## config.mk

```make
export PLATFORM = sky130hd
export DESIGN_NAME = msls_top
export DESIGN_NICKNAME = d
export VERILOG_FILES = /design/src/msls_pkg.sv /design/src/msls_stream_if.sv /design/src/msls_fifo2.sv /design/src/msls_top.sv
export SDC_FILE = /design/constraint.sdc
export NUM_CORES = 1
export LEC_CHECK = 0
export ABC_AREA = 0
export BUFFER_PORTS_ARGS = -buffer_cell sky130_fd_sc_hd__buf_2
export CORE_MARGIN = 4
export CORE_UTILIZATION = 61
export CTS_CLUSTER_SIZE = 14
export DETAILED_ROUTE_END_ITERATION = 12
export GPL_ROUTABILITY_DRIVEN = 0
export PLACE_DENSITY = 0.83
export SYNTH_ARGS = -nofsm -noshare
export SYNTH_HDL_FRONTEND = slang
export SYNTH_SLANG_ARGS = --single-unit
```

## constraint.sdc

```tcl
create_clock -name CLK_SYS -period 5.7 [get_ports CLK_SYS]
set_input_delay 1.71 -clock CLK_SYS [delete_from_list [all_inputs] [get_ports CLK_SYS]]
set_output_delay 1.71 -clock CLK_SYS [all_outputs]
set_load 0.05 [all_outputs]
```

## src/msls_pkg.sv

```systemverilog
// Constants and types for the memory-side latch steering block
// Notes on behaviour
// - Interleave code: 00 four, 01 two, 10 one-way
// - Read latches follow DRAM data while strobe low
// - Strobe rising edge freezes the read latches
// - Host drive enable always wins the internal bus
// - Otherwise memory enable picks memory or system
// - Route asserted: write latch data to DRAM
// - Route deasserted: internal bus straight to DRAM
// - Parity fault is combinational, no register stage
// - Port select picks host or system read mux
// - Parity fault only during main memory reads
// - Even parity, two lines per 16-bit word
// - Port select picks write and read latch set
// - Dword select picks read latch word for bus
package msls_pkg;
   localparam int WORD_W = 16;
   localparam int NWORD = 4;
   localparam int BUS_W = 64;
   localparam int PAR_W = 8;
   localparam int LAT_W = 72;
   localparam int CTL_W = 9;
   // Control vector bit positions
   localparam int C_STB = 0;
   localparam int C_MDRV = 1;
   localparam int C_HDRV = 2;
   localparam int C_WLR = 3;
   localparam int C_HSEL = 4;
   localparam int C_IF = 5;
   localparam int C_SEL = 7;
   // Active-low strobes idle high, port select idles on host
   localparam logic [8:0] CTL_RST = 9'h01F;
   localparam logic [1:0] IF_4WAY = 2'h0;
   localparam logic [1:0] IF_2WAY = 2'h1;
   localparam logic [1:0] IF_1WAY = 2'h2;
   localparam logic [1:0] IF_SYSPORT = 2'h3;
   localparam logic [2:0] WAYS_4 = 3'h4;
   localparam logic [2:0] WAYS_2 = 3'h2;
   localparam logic [2:0] WAYS_1 = 3'h1;
   localparam logic [2:0] WAYS_NONE = 3'h0;
   localparam logic [1:0] FIFO_FULL = 2'h2;
   localparam logic [15:0] WORD_RST = 16'h0000;
   localparam logic [71:0] LAT_RST = 72'h0;
   typedef enum logic [1:0] {
      OWN_SYS,
      OWN_MEM,
      OWN_HOST
   } msls_owner_e;
endpackage

```

## src/msls_stream_if.sv

```systemverilog
// Valid/ready word stream between the steering core and its buffer
`timescale 1ns/1ns
interface msls_stream_if;
   logic valid;
   logic ready;
   logic [15:0] data;
   modport src (output valid, output data, input ready);
   modport snk (input valid, input data, output ready);
endinterface

```

## src/msls_fifo2.sv

```systemverilog
// Two-entry word buffer with valid and ready on both sides
`timescale 1ns/1ns
module msls_fifo2 (
   input wire logic clk,
   input wire logic rst,
   msls_stream_if.snk wr,
   msls_stream_if.src rd
);
   logic [15:0] mem_ff [2];
   logic [15:0] nxt_mem [2];
   logic wp_ff, rp_ff, nxt_wp, nxt_rp;
   logic [1:0] cnt_ff, nxt_cnt;
   logic push, pop;

   assign wr.ready = (cnt_ff != msls_pkg::FIFO_FULL);
   assign rd.valid = (cnt_ff != 2'h0);
   assign rd.data = mem_ff[rp_ff];

   always_comb begin
      push = wr.valid && wr.ready;
      pop = rd.valid && rd.ready;
      nxt_mem = mem_ff;
      nxt_wp = wp_ff;
      nxt_rp = rp_ff;
      nxt_cnt = cnt_ff;
      if (push) begin
         nxt_mem[wp_ff] = wr.data;
         nxt_wp = !wp_ff;
      end
      if (pop) begin
         nxt_rp = !rp_ff;
      end
      if (push && !pop) begin
         nxt_cnt = cnt_ff + 2'h1;
      end else if (pop && !push) begin
         nxt_cnt = cnt_ff - 2'h1;
      end
   end

   always_ff @(posedge clk) begin
      if (rst) begin
         mem_ff[0] <= msls_pkg::WORD_RST;
         mem_ff[1] <= msls_pkg::WORD_RST;
         wp_ff <= 1'b0;
         rp_ff <= 1'b0;
         cnt_ff <= 2'h0;
      end else begin
         mem_ff <= nxt_mem;
         wp_ff <= nxt_wp;
         rp_ff <= nxt_rp;
         cnt_ff <= nxt_cnt;
      end
   end
endmodule

```

## src/msls_top.sv

```systemverilog
// Memory-side read latch, bus ownership and write routing core
`timescale 1ns/1ns
module msls_top (
   input wire logic CLK_SYS,
   input wire logic RST,
   input wire logic MEM_DATA_STROBE_N,
   input wire logic MEM_SIDE_BUS_DRIVE_N,
   input wire logic HOST_SIDE_BUS_DRIVE_N,
   input wire logic WRITE_LATCH_ROUTE_N,
   input wire logic HOST_SYS_SEL,
   input wire logic [1:0] INTERLEAVE_FACTOR,
   input wire logic [1:0] DWORD_SEL,
   input wire logic [63:0] MEM_DATA_IN,
   input wire logic [7:0] DRAM_PARITY_LINES_IN,
   input wire logic [15:0] HOST_BUS_DATA,
   input wire logic [15:0] SYS_BUS_DATA,
   input wire logic HOST_WR_LOAD,
   input wire logic [63:0] HOST_WR_DATA,
   input wire logic SYS_WR_LOAD,
   input wire logic [63:0] SYS_WR_DATA,
   input wire logic RD_WORD_READY,
   output logic [15:0] INT_BUS_DATA,
   output logic [1:0] INT_BUS_OWNER,
   output logic [63:0] MEM_DATA_OUT,
   output logic [7:0] DRAM_PARITY_LINES_OUT,
   output logic MEM_DATA_OE,
   output logic [2:0] ILV_WAYS,
   output logic IF_FAULT,
   output logic PARITY_FAULT_N,
   output logic RD_WORD_VALID,
   output logic [15:0] RD_WORD_DATA,
   output logic WORD_BUF_READY
);
   // -------------------------------------------------------------
   // Pin synchronisers
   // -------------------------------------------------------------
   logic [8:0] s1_ff, s2_ff, s3_ff, stab_ff;
   logic [8:0] nxt_stab;
   logic [71:0] din1_ff, din2_ff, din3_ff;

   // A level counts once the second and third stages agree
   always_comb begin
      nxt_stab = ((s2_ff ~^ s3_ff) & s3_ff) | ((s2_ff ^ s3_ff) & stab_ff);
   end

   // Data is not synchronised; it is only delayed to line up with
   // the strobe, relying on it standing still while strobed
   always_ff @(posedge CLK_SYS) begin
      if (RST) begin
         s1_ff <= msls_pkg::CTL_RST;
         s2_ff <= msls_pkg::CTL_RST;
         s3_ff <= msls_pkg::CTL_RST;
         stab_ff <= msls_pkg::CTL_RST;
         din1_ff <= msls_pkg::LAT_RST;
         din2_ff <= msls_pkg::LAT_RST;
         din3_ff <= msls_pkg::LAT_RST;
      end else begin
         s1_ff <= {DWORD_SEL, INTERLEAVE_FACTOR, HOST_SYS_SEL,
            WRITE_LATCH_ROUTE_N, HOST_SIDE_BUS_DRIVE_N,
            MEM_SIDE_BUS_DRIVE_N, MEM_DATA_STROBE_N};
         s2_ff <= s1_ff;
         s3_ff <= s2_ff;
         stab_ff <= nxt_stab;
         din1_ff <= {DRAM_PARITY_LINES_IN, MEM_DATA_IN};
         din2_ff <= din1_ff;
         din3_ff <= din2_ff;
      end
   end

   logic stb_hi, mdrv_on, hdrv_on, wlr_on, hs_q;
   logic [1:0] if_q, sel_q;
   assign stb_hi = stab_ff[msls_pkg::C_STB];
   assign mdrv_on = !stab_ff[msls_pkg::C_MDRV];
   assign hdrv_on = !stab_ff[msls_pkg::C_HDRV];
   assign wlr_on = !stab_ff[msls_pkg::C_WLR];
   assign hs_q = stab_ff[msls_pkg::C_HSEL];
   assign if_q = stab_ff[msls_pkg::C_IF +: 2];
   assign sel_q = stab_ff[msls_pkg::C_SEL +: 2];

   // -------------------------------------------------------------
   // Read latches, one set per port (index 1 host, 0 system)
   // -------------------------------------------------------------
   logic [71:0] lat_ff [2];
   logic [71:0] nxt_lat [2];
   logic [1:0] rdv_ff, nxt_rdv;
   logic stb_prev_ff, close;
   logic [71:0] rd_src;

   assign close = stb_hi && !stb_prev_ff;
   assign rd_src = stb_hi ? lat_ff[hs_q] : din3_ff;

   always_comb begin
      nxt_lat = lat_ff;
      nxt_rdv = rdv_ff;
      // Route clears the valid flag, but a read strobe in the same
      // cycle wins; freezing on the rising edge is not loading again
      if (wlr_on) begin
         nxt_rdv[hs_q] = 1'b0;
      end
      if (!stb_hi) begin
         nxt_lat[hs_q] = din3_ff;
         nxt_rdv[hs_q] = 1'b1;
      end
   end

   always_ff @(posedge CLK_SYS) begin
      if (RST) begin
         lat_ff[0] <= msls_pkg::LAT_RST;
         lat_ff[1] <= msls_pkg::LAT_RST;
         rdv_ff <= 2'h0;
         stb_prev_ff <= 1'b1;
      end else begin
         lat_ff <= nxt_lat;
         rdv_ff <= nxt_rdv;
         stb_prev_ff <= stb_hi;
      end
   end

   // -------------------------------------------------------------
   // Read word mux and parity check
   // -------------------------------------------------------------
   logic [15:0] rd_w [4];
   logic [3:0] perr;
   logic rd_act;

   genvar w;
   generate
      for (w = 0; w < msls_pkg::NWORD; w++) begin : g_word
         assign rd_w[w] = rd_src[16*w +: 16];
         assign perr[w] = (^{rd_w[w][7:0], rd_src[64+2*w]}) |
            (^{rd_w[w][15:8], rd_src[65+2*w]});
      end
   endgenerate

   // Only a memory-owned bus with read data counts as a read
   assign rd_act = (!stb_hi || rdv_ff[hs_q]) && !wlr_on &&
      mdrv_on && !hdrv_on;
   // Combinational by intent so the fault meets the read word
   assign PARITY_FAULT_N = !(rd_act && perr[sel_q]);

   // -------------------------------------------------------------
   // Internal bus ownership
   // -------------------------------------------------------------
   msls_pkg::msls_owner_e own_ff, nxt_own;
   logic [15:0] ibus_ff, nxt_ibus;

   always_comb begin
      if (hdrv_on) begin
         nxt_own = msls_pkg::OWN_HOST;
         nxt_ibus = HOST_BUS_DATA;
      end else if (mdrv_on) begin
         nxt_own = msls_pkg::OWN_MEM;
         nxt_ibus = rd_w[sel_q];
      end else begin
         nxt_own = msls_pkg::OWN_SYS;
         nxt_ibus = SYS_BUS_DATA;
      end
   end

   always_ff @(posedge CLK_SYS) begin
      if (RST) begin
         own_ff <= msls_pkg::OWN_SYS;
         ibus_ff <= msls_pkg::WORD_RST;
      end else begin
         own_ff <= nxt_own;
         ibus_ff <= nxt_ibus;
      end
   end

   // -------------------------------------------------------------
   // Write latches and DRAM output path
   // -------------------------------------------------------------
   logic [63:0] wl_ff [2];
   logic [63:0] nxt_wl [2];
   logic [63:0] mout_ff, nxt_mout;
   logic [7:0] mpar_ff, nxt_mpar;
   logic oe_ff, nxt_oe;

   generate
      for (w = 0; w < msls_pkg::PAR_W; w++) begin : g_par
         assign nxt_mpar[w] = ^nxt_mout[8*w +: 8];
      end
   endgenerate

   always_comb begin
      nxt_wl = wl_ff;
      if (HOST_WR_LOAD) begin
         nxt_wl[1] = HOST_WR_DATA;
      end
      if (SYS_WR_LOAD) begin
         nxt_wl[0] = SYS_WR_DATA;
      end
      if (wlr_on) begin
         nxt_mout = wl_ff[hs_q];
      end else begin
         nxt_mout = {4{ibus_ff}};
      end
      // Never drive the DRAM bus while a read is being strobed
      nxt_oe = stb_hi && (own_ff != msls_pkg::OWN_MEM);
   end

   always_ff @(posedge CLK_SYS) begin
      if (RST) begin
         wl_ff[0] <= 64'h0;
         wl_ff[1] <= 64'h0;
         mout_ff <= 64'h0;
         mpar_ff <= 8'h00;
         oe_ff <= 1'b0;
      end else begin
         wl_ff <= nxt_wl;
         mout_ff <= nxt_mout;
         mpar_ff <= nxt_mpar;
         oe_ff <= nxt_oe;
      end
   end

   // -------------------------------------------------------------
   // Interleave decode
   // -------------------------------------------------------------
   logic [2:0] ways_ff, nxt_ways;
   logic iff_ff, nxt_iff;

   always_comb begin
      unique case (if_q)
         msls_pkg::IF_4WAY: nxt_ways = msls_pkg::WAYS_4;
         msls_pkg::IF_2WAY: nxt_ways = msls_pkg::WAYS_2;
         msls_pkg::IF_1WAY: nxt_ways = msls_pkg::WAYS_1;
         msls_pkg::IF_SYSPORT: nxt_ways = msls_pkg::WAYS_NONE;
      endcase
      // Flags the controller misuse; the cycle itself is undefined
      nxt_iff = !stb_hi && (if_q == msls_pkg::IF_SYSPORT);
   end

   always_ff @(posedge CLK_SYS) begin
      if (RST) begin
         ways_ff <= msls_pkg::WAYS_4;
         iff_ff <= 1'b0;
      end else begin
         ways_ff <= nxt_ways;
         iff_ff <= nxt_iff;
      end
   end

   // -------------------------------------------------------------
   // Captured word stream into the two-entry buffer
   // -------------------------------------------------------------
   msls_stream_if in_if ();
   msls_stream_if out_if ();
   logic pend_ff, nxt_pend;
   logic [15:0] pword_ff, nxt_pword;
   logic bufrdy_ff, nxt_bufrdy;

   // A word held back by a stall waits here; a second close while
   // one waits would overrun, hence the ready output to the source
   assign in_if.valid = pend_ff || close;
   assign in_if.data = pend_ff ? pword_ff : rd_w[sel_q];
   assign out_if.ready = RD_WORD_READY;

   always_comb begin
      nxt_pend = pend_ff;
      nxt_pword = pword_ff;
      if (pend_ff && in_if.ready) begin
         nxt_pend = 1'b0;
      end
      if (close && !pend_ff && !in_if.ready) begin
         nxt_pend = 1'b1;
         nxt_pword = rd_w[sel_q];
      end
      nxt_bufrdy = in_if.ready && !nxt_pend;
   end

   always_ff @(posedge CLK_SYS) begin
      if (RST) begin
         pend_ff <= 1'b0;
         pword_ff <= msls_pkg::WORD_RST;
         bufrdy_ff <= 1'b0;
      end else begin
         pend_ff <= nxt_pend;
         pword_ff <= nxt_pword;
         bufrdy_ff <= nxt_bufrdy;
      end
   end

   msls_fifo2 u_buf (
      .clk(CLK_SYS),
      .rst(RST),
      .wr(in_if),
      .rd(out_if)
   );

   assign INT_BUS_DATA = ibus_ff;
   assign INT_BUS_OWNER = own_ff;
   assign MEM_DATA_OUT = mout_ff;
   assign DRAM_PARITY_LINES_OUT = mpar_ff;
   assign MEM_DATA_OE = oe_ff;
   assign ILV_WAYS = ways_ff;
   assign IF_FAULT = iff_ff;
   assign RD_WORD_VALID = out_if.valid;
   assign RD_WORD_DATA = out_if.data;
   assign WORD_BUF_READY = bufrdy_ff;
endmodule

```

======== Yosys cells after proc, flatten, opt, wreduce, memory -nomap -nowiden ========
Index checks and enable logic that the tools add are counted.
operators by class
  add/sub/neg operators ................... 2
  order comparisons ....................... 9
  equality and inequality tests ........... 5
  muxes and demuxes ....................... 38
  bitwise gates (word level) .............. 17
  reduce and logical (&&, ||, !) cells .... 51
operator list
  kind                                                         count
  2-to-1 mux 72 bit                                            5
  2-to-1 mux 64 bit                                            4
  bitwise mux 144 bit                                          1
  2-to-1 mux 16 bit                                            9
  demux 72 bit (select 1 bit)                                  1
  XOR reduction 9 bit                                          8
  XOR reduction 8 bit                                          8
  binary-select mux 16 bit (select 2 bit)                      1
  bitwise mux 32 bit                                           1
  AND 9 bit                                                    2
  logical AND 1 bit                                            18
  demux 16 bit (select 1 bit)                                  1
  one-hot mux 3 bit (4 select lines)                           1
  logical NOT 1 bit                                            11
  2-to-1 mux 2 bit                                             5
  OR 9 bit                                                     1
  XNOR 9 bit                                                   1
  XOR 9 bit                                                    1
  2-to-1 mux 1 bit                                             7
  greater-or-equal comparator 2 bit (second input constant)    3
  NOT 1 -> 2 bit                                               3
  equality test 2 bit (second input constant)                  2
  less-than comparator 2 x 1 -> 1 bit (second input constant)  2
  OR 1 bit                                                     4
  20 further kinds                                             22
word-level totals
  bits in registers ....................... 676
  bits of input ports ..................... 246
  output and inout bits ................... 114
  logic and storage cells ................. 151

======== Longest topological paths before layout ========
  word-level depth ........................ 11
  gate-level depth with buffers ........... 11

======== Hierarchy ========
From an unflattened synthesis, not the netlist that was laid out.
second synthesis, totals
  cell total of the unflattened synthesis .. 2,631
  area, all modules ....................... 26,030.0 um^2
modules (own cells, without submodules)
  module      times used  cells an instance  area each (um^2)
  msls_top    1           2,449              24,299.6
  msls_fifo2  1           182                1,730.4

======== Worst setup path after synthesis ========
No wires, ideal clock.
  kind .................................... register to output
  start ................................... reg stab_ff[4]
  end ..................................... out PARITY_FAULT_N
  data arrival time ....................... 2.869 ns
  data required time ...................... 3.990 ns
  setup slack ............................. 1.121 ns
  stages on the path, launching flop included .. 11
  buffers on the path ..................... 3
  cell sequence ........................... dfxtp_1 buf_6 buf_6 buf_6 mux2_1 mux2i_1 xnor2_1 xnor3_1 xnor2_1 a32oi_1 a22oi_1
on the way
  longest elaborated chain between the ends .. 11
  elaborated cells on any way between the ends .. 27
  classes of those cells .................. mux: 8; bitwise: 5; reduce/logical: 14
ends and longest elaborated chain
  item                                                   RTL line                          RTL
  from (decl)                                            msls_top.sv:37                    logic [8:0] s1_ff, s2_ff, s3_ff, stab_ff;
  from (signal assigned)                                 msls_top.sv:53                    stab_ff <= msls_pkg::CTL_RST;
  from (signal assigned)                                 msls_top.sv:63                    stab_ff <= nxt_stab;
  NOT 1 -> 2 bit (not written as such)                   msls_top.sv:90                    assign rd_src = stb_hi ? lat_ff[hs_q] : din3_ff;
  2-to-1 mux 72 bit (not written as such) (3 in series)  msls_top.sv:90
  2-to-1 mux 72 bit                                      msls_top.sv:90
  XOR reduction 9 bit, on equally long branches          msls_top.sv:130, msls_top.sv:131
  OR 1 bit                                               msls_top.sv:130                   assign perr[w] = (^{rd_w[w][7:0], rd_src[64+2*w]}) |
  binary-select mux 1 bit (select 2 bit)                 msls_top.sv:139                   assign PARITY_FAULT_N = !(rd_act && perr[sel_q]);
  2-to-1 mux 1 bit (not written as such)                 msls_top.sv:139
  logical AND 1 bit *                                    msls_top.sv:139
  logical NOT 1 bit *                                    msls_top.sv:139
  to (decl)                                              msls_top.sv:29                    output logic PARITY_FAULT_N,
Mark *: on every way between the ends. The rest lies on a longest branch, timed or not. The select of a mux whose other input is x is not followed.

======== Final worst setup path ========
Same ends and word-level chain as after synthesis.

==> parameters.txt <==
Parameter                              Value

Route
  Vias per inst ... around 5.6
  Via count ... around 19000
  Remaining number of nets flagged by the antenna check after routing ... 0
  Routed length per placed instance ... approximately 19 um
  Post-detailed-route DRC marker count ... 0
  First-pass DRT Iterations ... 6
  1st-iter DRT viols ... roughly 1700
  Wire length after detailed routing ... approximately 67 mm

Synth
  Number of register bits inferred by synthesis ... 676
  Most instantiated library cell after synthesis ... sky130_fd_sc_hd__dfxtp_1
  Synthesized area ... about 0.026 sq mm
  Top post-synthesis cells by area ... sky130_fd_sc_hd__dfxtp_1, sky130_fd_sc_hd__mux2i_1, sky130_fd_sc_hd__nor2b_1, sky130_fd_sc_hd__nand2_1, sky130_fd_sc_hd__nor2_1
  Count of distinct cell types in the synthesized netlist ... 37
  Fraction of the yosys area taken by sequential cells ... approximately 53%
  Cell types with the highest counts after synthesis ... sky130_fd_sc_hd__dfxtp_1, sky130_fd_sc_hd__nand2_1, sky130_fd_sc_hd__nor2_1, sky130_fd_sc_hd__nor2b_1, sky130_fd_sc_hd__mux2i_1
  Post-synthesis cell count ... roughly 2600
  Synth area leader ... sky130_fd_sc_hd__dfxtp_1
  Main flop type after synthesis ... sky130_fd_sc_hd__dfxtp_1
  Synthesized area divided by synthesized cell count ... roughly 9.9 sq um
  Net count after synthesis ... between 2000 and 3000
  Number of enable-type register cells in the synthesized netlist ... 0
  Yosys top cell area share ... ~53%
  YS warnings ... 0
  Post-synth ARST share ... 0%

Outcome
  Result of the run ... complete, no violations

Floorplanning
  Number of placed I/O pins ... 360
  Cell row count ... 74
  Total die area ... 0.04536 sq mm
  Height of the die ... around 210 um
  Core ar. ... 0.04120 sq mm
  Width of the chip ... about 210 um
  Starting density of the core ... 62.21%

Setup path
  Category of the worst setup path launch point ... flop
  WS Path Type ... reg2out
  Worst EP required ... ~4000 ps
  Crit path arrival time ... roughly 3800 ps
  Critical path capture point type ... output port
  Maximum fanout along the worst path ... 31

Clock tree
  Number of CTS-inserted buffers ... 68
  Clock Pin Slew Worst Setup and Hold Paths ... approximately 60 ps
  Sinks on the clock net ... about 680
  Clock tree from TritonCTS ... done
  Root Driver ... sky130_fd_sc_hd__clkbuf_16
  Max H-tree Level ... 3
  Maximum clock path buffer count ... 3
  Later-pin clock latency in the skew report ... 590 ps

STA
  Slew headroom ... roughly a fifth
  Worst-margin pin slew ... between 1000 and 1500 ps
  Final setup vio count ... 0
  Clk_skew ... around 20 ps
  Total Neg Setup Slack ... 0 ps
  Shortest period the worst path allows ... about 5500 ps
  Setup repair after global routing missed its margin ... no
  Number of slew-limit violations in the final report ... 0
  Final worst path period share ... a little under 100%
  Max frequency ... ~180 MHz
  Number of failing hold endpoints at the final stage ... 0

Global routing
  Aggregate global routing overflow ... 0
  Number of antenna violations at the first check in global routing ... 9
  Global routing met3 resource utilization ... 6.494%
  Most used routing layer in global routing ... met2
  Met2 capacity usage during global routing ... approximately half
  First-pass GRT wire length ... ~100 mm
  GRT Overall Usage ... between 20% and 30%
  Via count of the first global-routing pass ... around 19000
  GR Util met1 ... 33.57%
  Largest net degree at the start of global routing ... roughly 140

Hold path
  Tightest Hold Check Type ... reg2reg

Placement
  Sum of net half-perimeters after detailed placement ... between 40 and 50 mm
  Placed standard-cell area ... approximately 0.028 sq mm
  Buffers on Ports ... 359
  Instance count after placement with tap cells included ... 3326

Pwr
  Static Leakage ... ~13 nW
  Sum of internal, switching and leakage power ... about 11 mW
  P per Cell Area ... roughly 360 mW/mm^2
  Peak supply drop ... 243.6 uV

Job
  Max-cap violation count ... 0

Final layout
  Filler Cell Count ... about 2900
  Area added between synthesis and finish ... 16.19%
  Final std cells w/o fill ... 3455
  Layout cells sized above 1 ... a little over a fifth
  Final design utilization ... 72.29%
  Total number of nets in the final design ... around 3100
  Post-route cell area ... 0.02978 sq mm
==> layout by cell type (no fill, tap or decap), types with 4 or more instances in the layout <==
master / synthesis / final
sky130_fd_sc_hd__o211ai_1: 16 / 16
sky130_fd_sc_hd__nand2b_1: 17 / 16
sky130_fd_sc_hd__buf_2: 8 / 356
sky130_fd_sc_hd__buf_12: 0 / 6
sky130_fd_sc_hd__clkbuf_1: 143 / 16
sky130_fd_sc_hd__buf_4: 5 / 21
sky130_fd_sc_hd__clkbuf_16: 0 / 69
sky130_fd_sc_hd__nor2b_1: 235 / 235
sky130_fd_sc_hd__nand2_1: 337 / 337
sky130_fd_sc_hd__a21oi_1: 192 / 192
sky130_fd_sc_hd__o21ai_1: 40 / 40
sky130_fd_sc_hd__dfxtp_1: 676 / 673
sky130_fd_sc_hd__mux2i_1: 196 / 196
sky130_fd_sc_hd__bufinv_16: 0 / 4
sky130_fd_sc_hd__or2_2: 18 / 18
sky130_fd_sc_hd__ha_1: 10 / 10
sky130_fd_sc_hd__a211o_1: 5 / 5
sky130_fd_sc_hd__mux2_4: 26 / 26
sky130_fd_sc_hd__xnor2_1: 75 / 75
sky130_fd_sc_hd__nor2_1: 304 / 302
sky130_fd_sc_hd__mux4_2: 16 / 16
sky130_fd_sc_hd__nor3b_1: 4 / 4
sky130_fd_sc_hd__xnor3_1: 14 / 14
sky130_fd_sc_hd__inv_6: 0 / 4
sky130_fd_sc_hd__mux2_1: 47 / 47
sky130_fd_sc_hd__clkbuf_8: 0 / 11
sky130_fd_sc_hd__o21ai_0: 73 / 73
sky130_fd_sc_hd__xor2_1: 19 / 19
sky130_fd_sc_hd__mux2i_2: 4 / 4
sky130_fd_sc_hd__mux2_2: 59 / 59
sky130_fd_sc_hd__a211oi_1: 18 / 18
sky130_fd_sc_hd__clkinv_2: 0 / 12
sky130_fd_sc_hd__diode_2: 0 / 8
==> where the power goes <==
group | leakage (nW) | internal [mW] | switching, mW | total [mW]
logic | 6.49 | 0.445 | 0.757 | 1.20
clock network | 1.09 | 2.56 | 1.79 | 4.36
registers | 5.53 | 4.93 | 0.124 | 5.06
==> path summary, 6_finish.rpt <==
kind	startpoint	end	slack [ps]	depth (start not counted)
worst max-delay path	stab_ff[4]	PARITY_FAULT_N	200	9
worst min-delay path	s1_ff[0]	s2_ff[0]	410	1
worst max register to register	stab_ff[4]	DRAM_PARITY_LINES_OUT[0]	2570	8
worst min register to register	s1_ff[0]	s2_ff[0]	410	1
==> final cells by class <==
type / count / area [sq um] / share of cell area (%)
sequential: 676 / 13540 / 45.47
multi-input combinational: 1734 / 11280 / 37.87
timing repair buffer: 384 / 2074 / 6.965
clock buffer: 96 / 1938 / 6.507
tap: 532 / 665.6 / 2.235
clock inverter: 23 / 256.5 / 0.8612
antenna: 8 / 20.02 / 0.06722
inverter: 2 / 7.507 / 0.02521
==> per-layer routing <==
metal / share of wire (%) / up-vias
met5: 0.020 / -
met2: 49 / 834
met1: 38 / 9063
met3: 8.1 / 208
li1: - / 9075
met4: 5.1 / 2
==> worst max-delay path: stages (launching register included) <==
cell and delay, ps:
sky130_fd_sc_hd__dfxtp_4 680, sky130_fd_sc_hd__buf_4 280, sky130_fd_sc_hd__mux2_1 350, sky130_fd_sc_hd__mux2i_1 240
sky130_fd_sc_hd__xor2_1 240, sky130_fd_sc_hd__xnor3_1 250, sky130_fd_sc_hd__xnor3_1 380, sky130_fd_sc_hd__a32oi_1 50
sky130_fd_sc_hd__a22oi_1 380, sky130_fd_sc_hd__buf_2 340
==> per-stage QoR <==
| stage | hold slack, ps | setup slack, ps |
|---|---|---|
| finish | 408.8 | 196.5 |
| global route | 423.8 | 119.8 |
| CTS | 409.4 | 119.4 |
| detailed placement | 394.6 | 587.4 |
| global placement | 394.1 | 692.1 |
| floorplan | 389.5 | 1121 |
==> registers in the layout (all words and copies together) (netlist names), 2 cells and up <==
signal                 count
stab_ff                    9
ILV_WAYS                   3
INT_BUS_DATA              16
din1_ff                   72
din3_ff                   72
DRAM_PARITY_LINES_OUT      8
MEM_DATA_OUT              64
wl_ff                    128
din2_ff                   72
lat_ff                   144
rdv_ff                     2
u_buf.mem_ff              32
u_buf.cnt_ff               2
s1_ff                      9
pword_ff                  16
s3_ff                      9
s2_ff                      9
INT_BUS_OWNER              2
==> cell families (layout without fill, tap and decap cells) <==
family	after synthesis	after routing	share of synthesized area (%)
flip-flops	676	676	52.79
buffers and inverters	181	505	3.290
adder cells (fa/ha/maj)	10	10	0.4881
AND/OR/NAND/NOR	919	919	16.20
XOR/XNOR	108	108	4.442
other	0	8	0
multiplexers	349	349	15.54
AO/OA/AOI/OAI	348	348	7.249
==> what timing repair did <==
| action | 4_1_cts | 5_1_grt |
|---|---|---|
| setup endpoints to repair | 1 | 1 |
| resized for setup | 0 | 0 |
| gates cloned | 0 | 0 |
| buffers inserted | 1 | 1 |
| hold buffers | 0 | 0 |
| pin swaps | 0 | 0 |
Note: power is estimated with default switching activity, not from simulation.
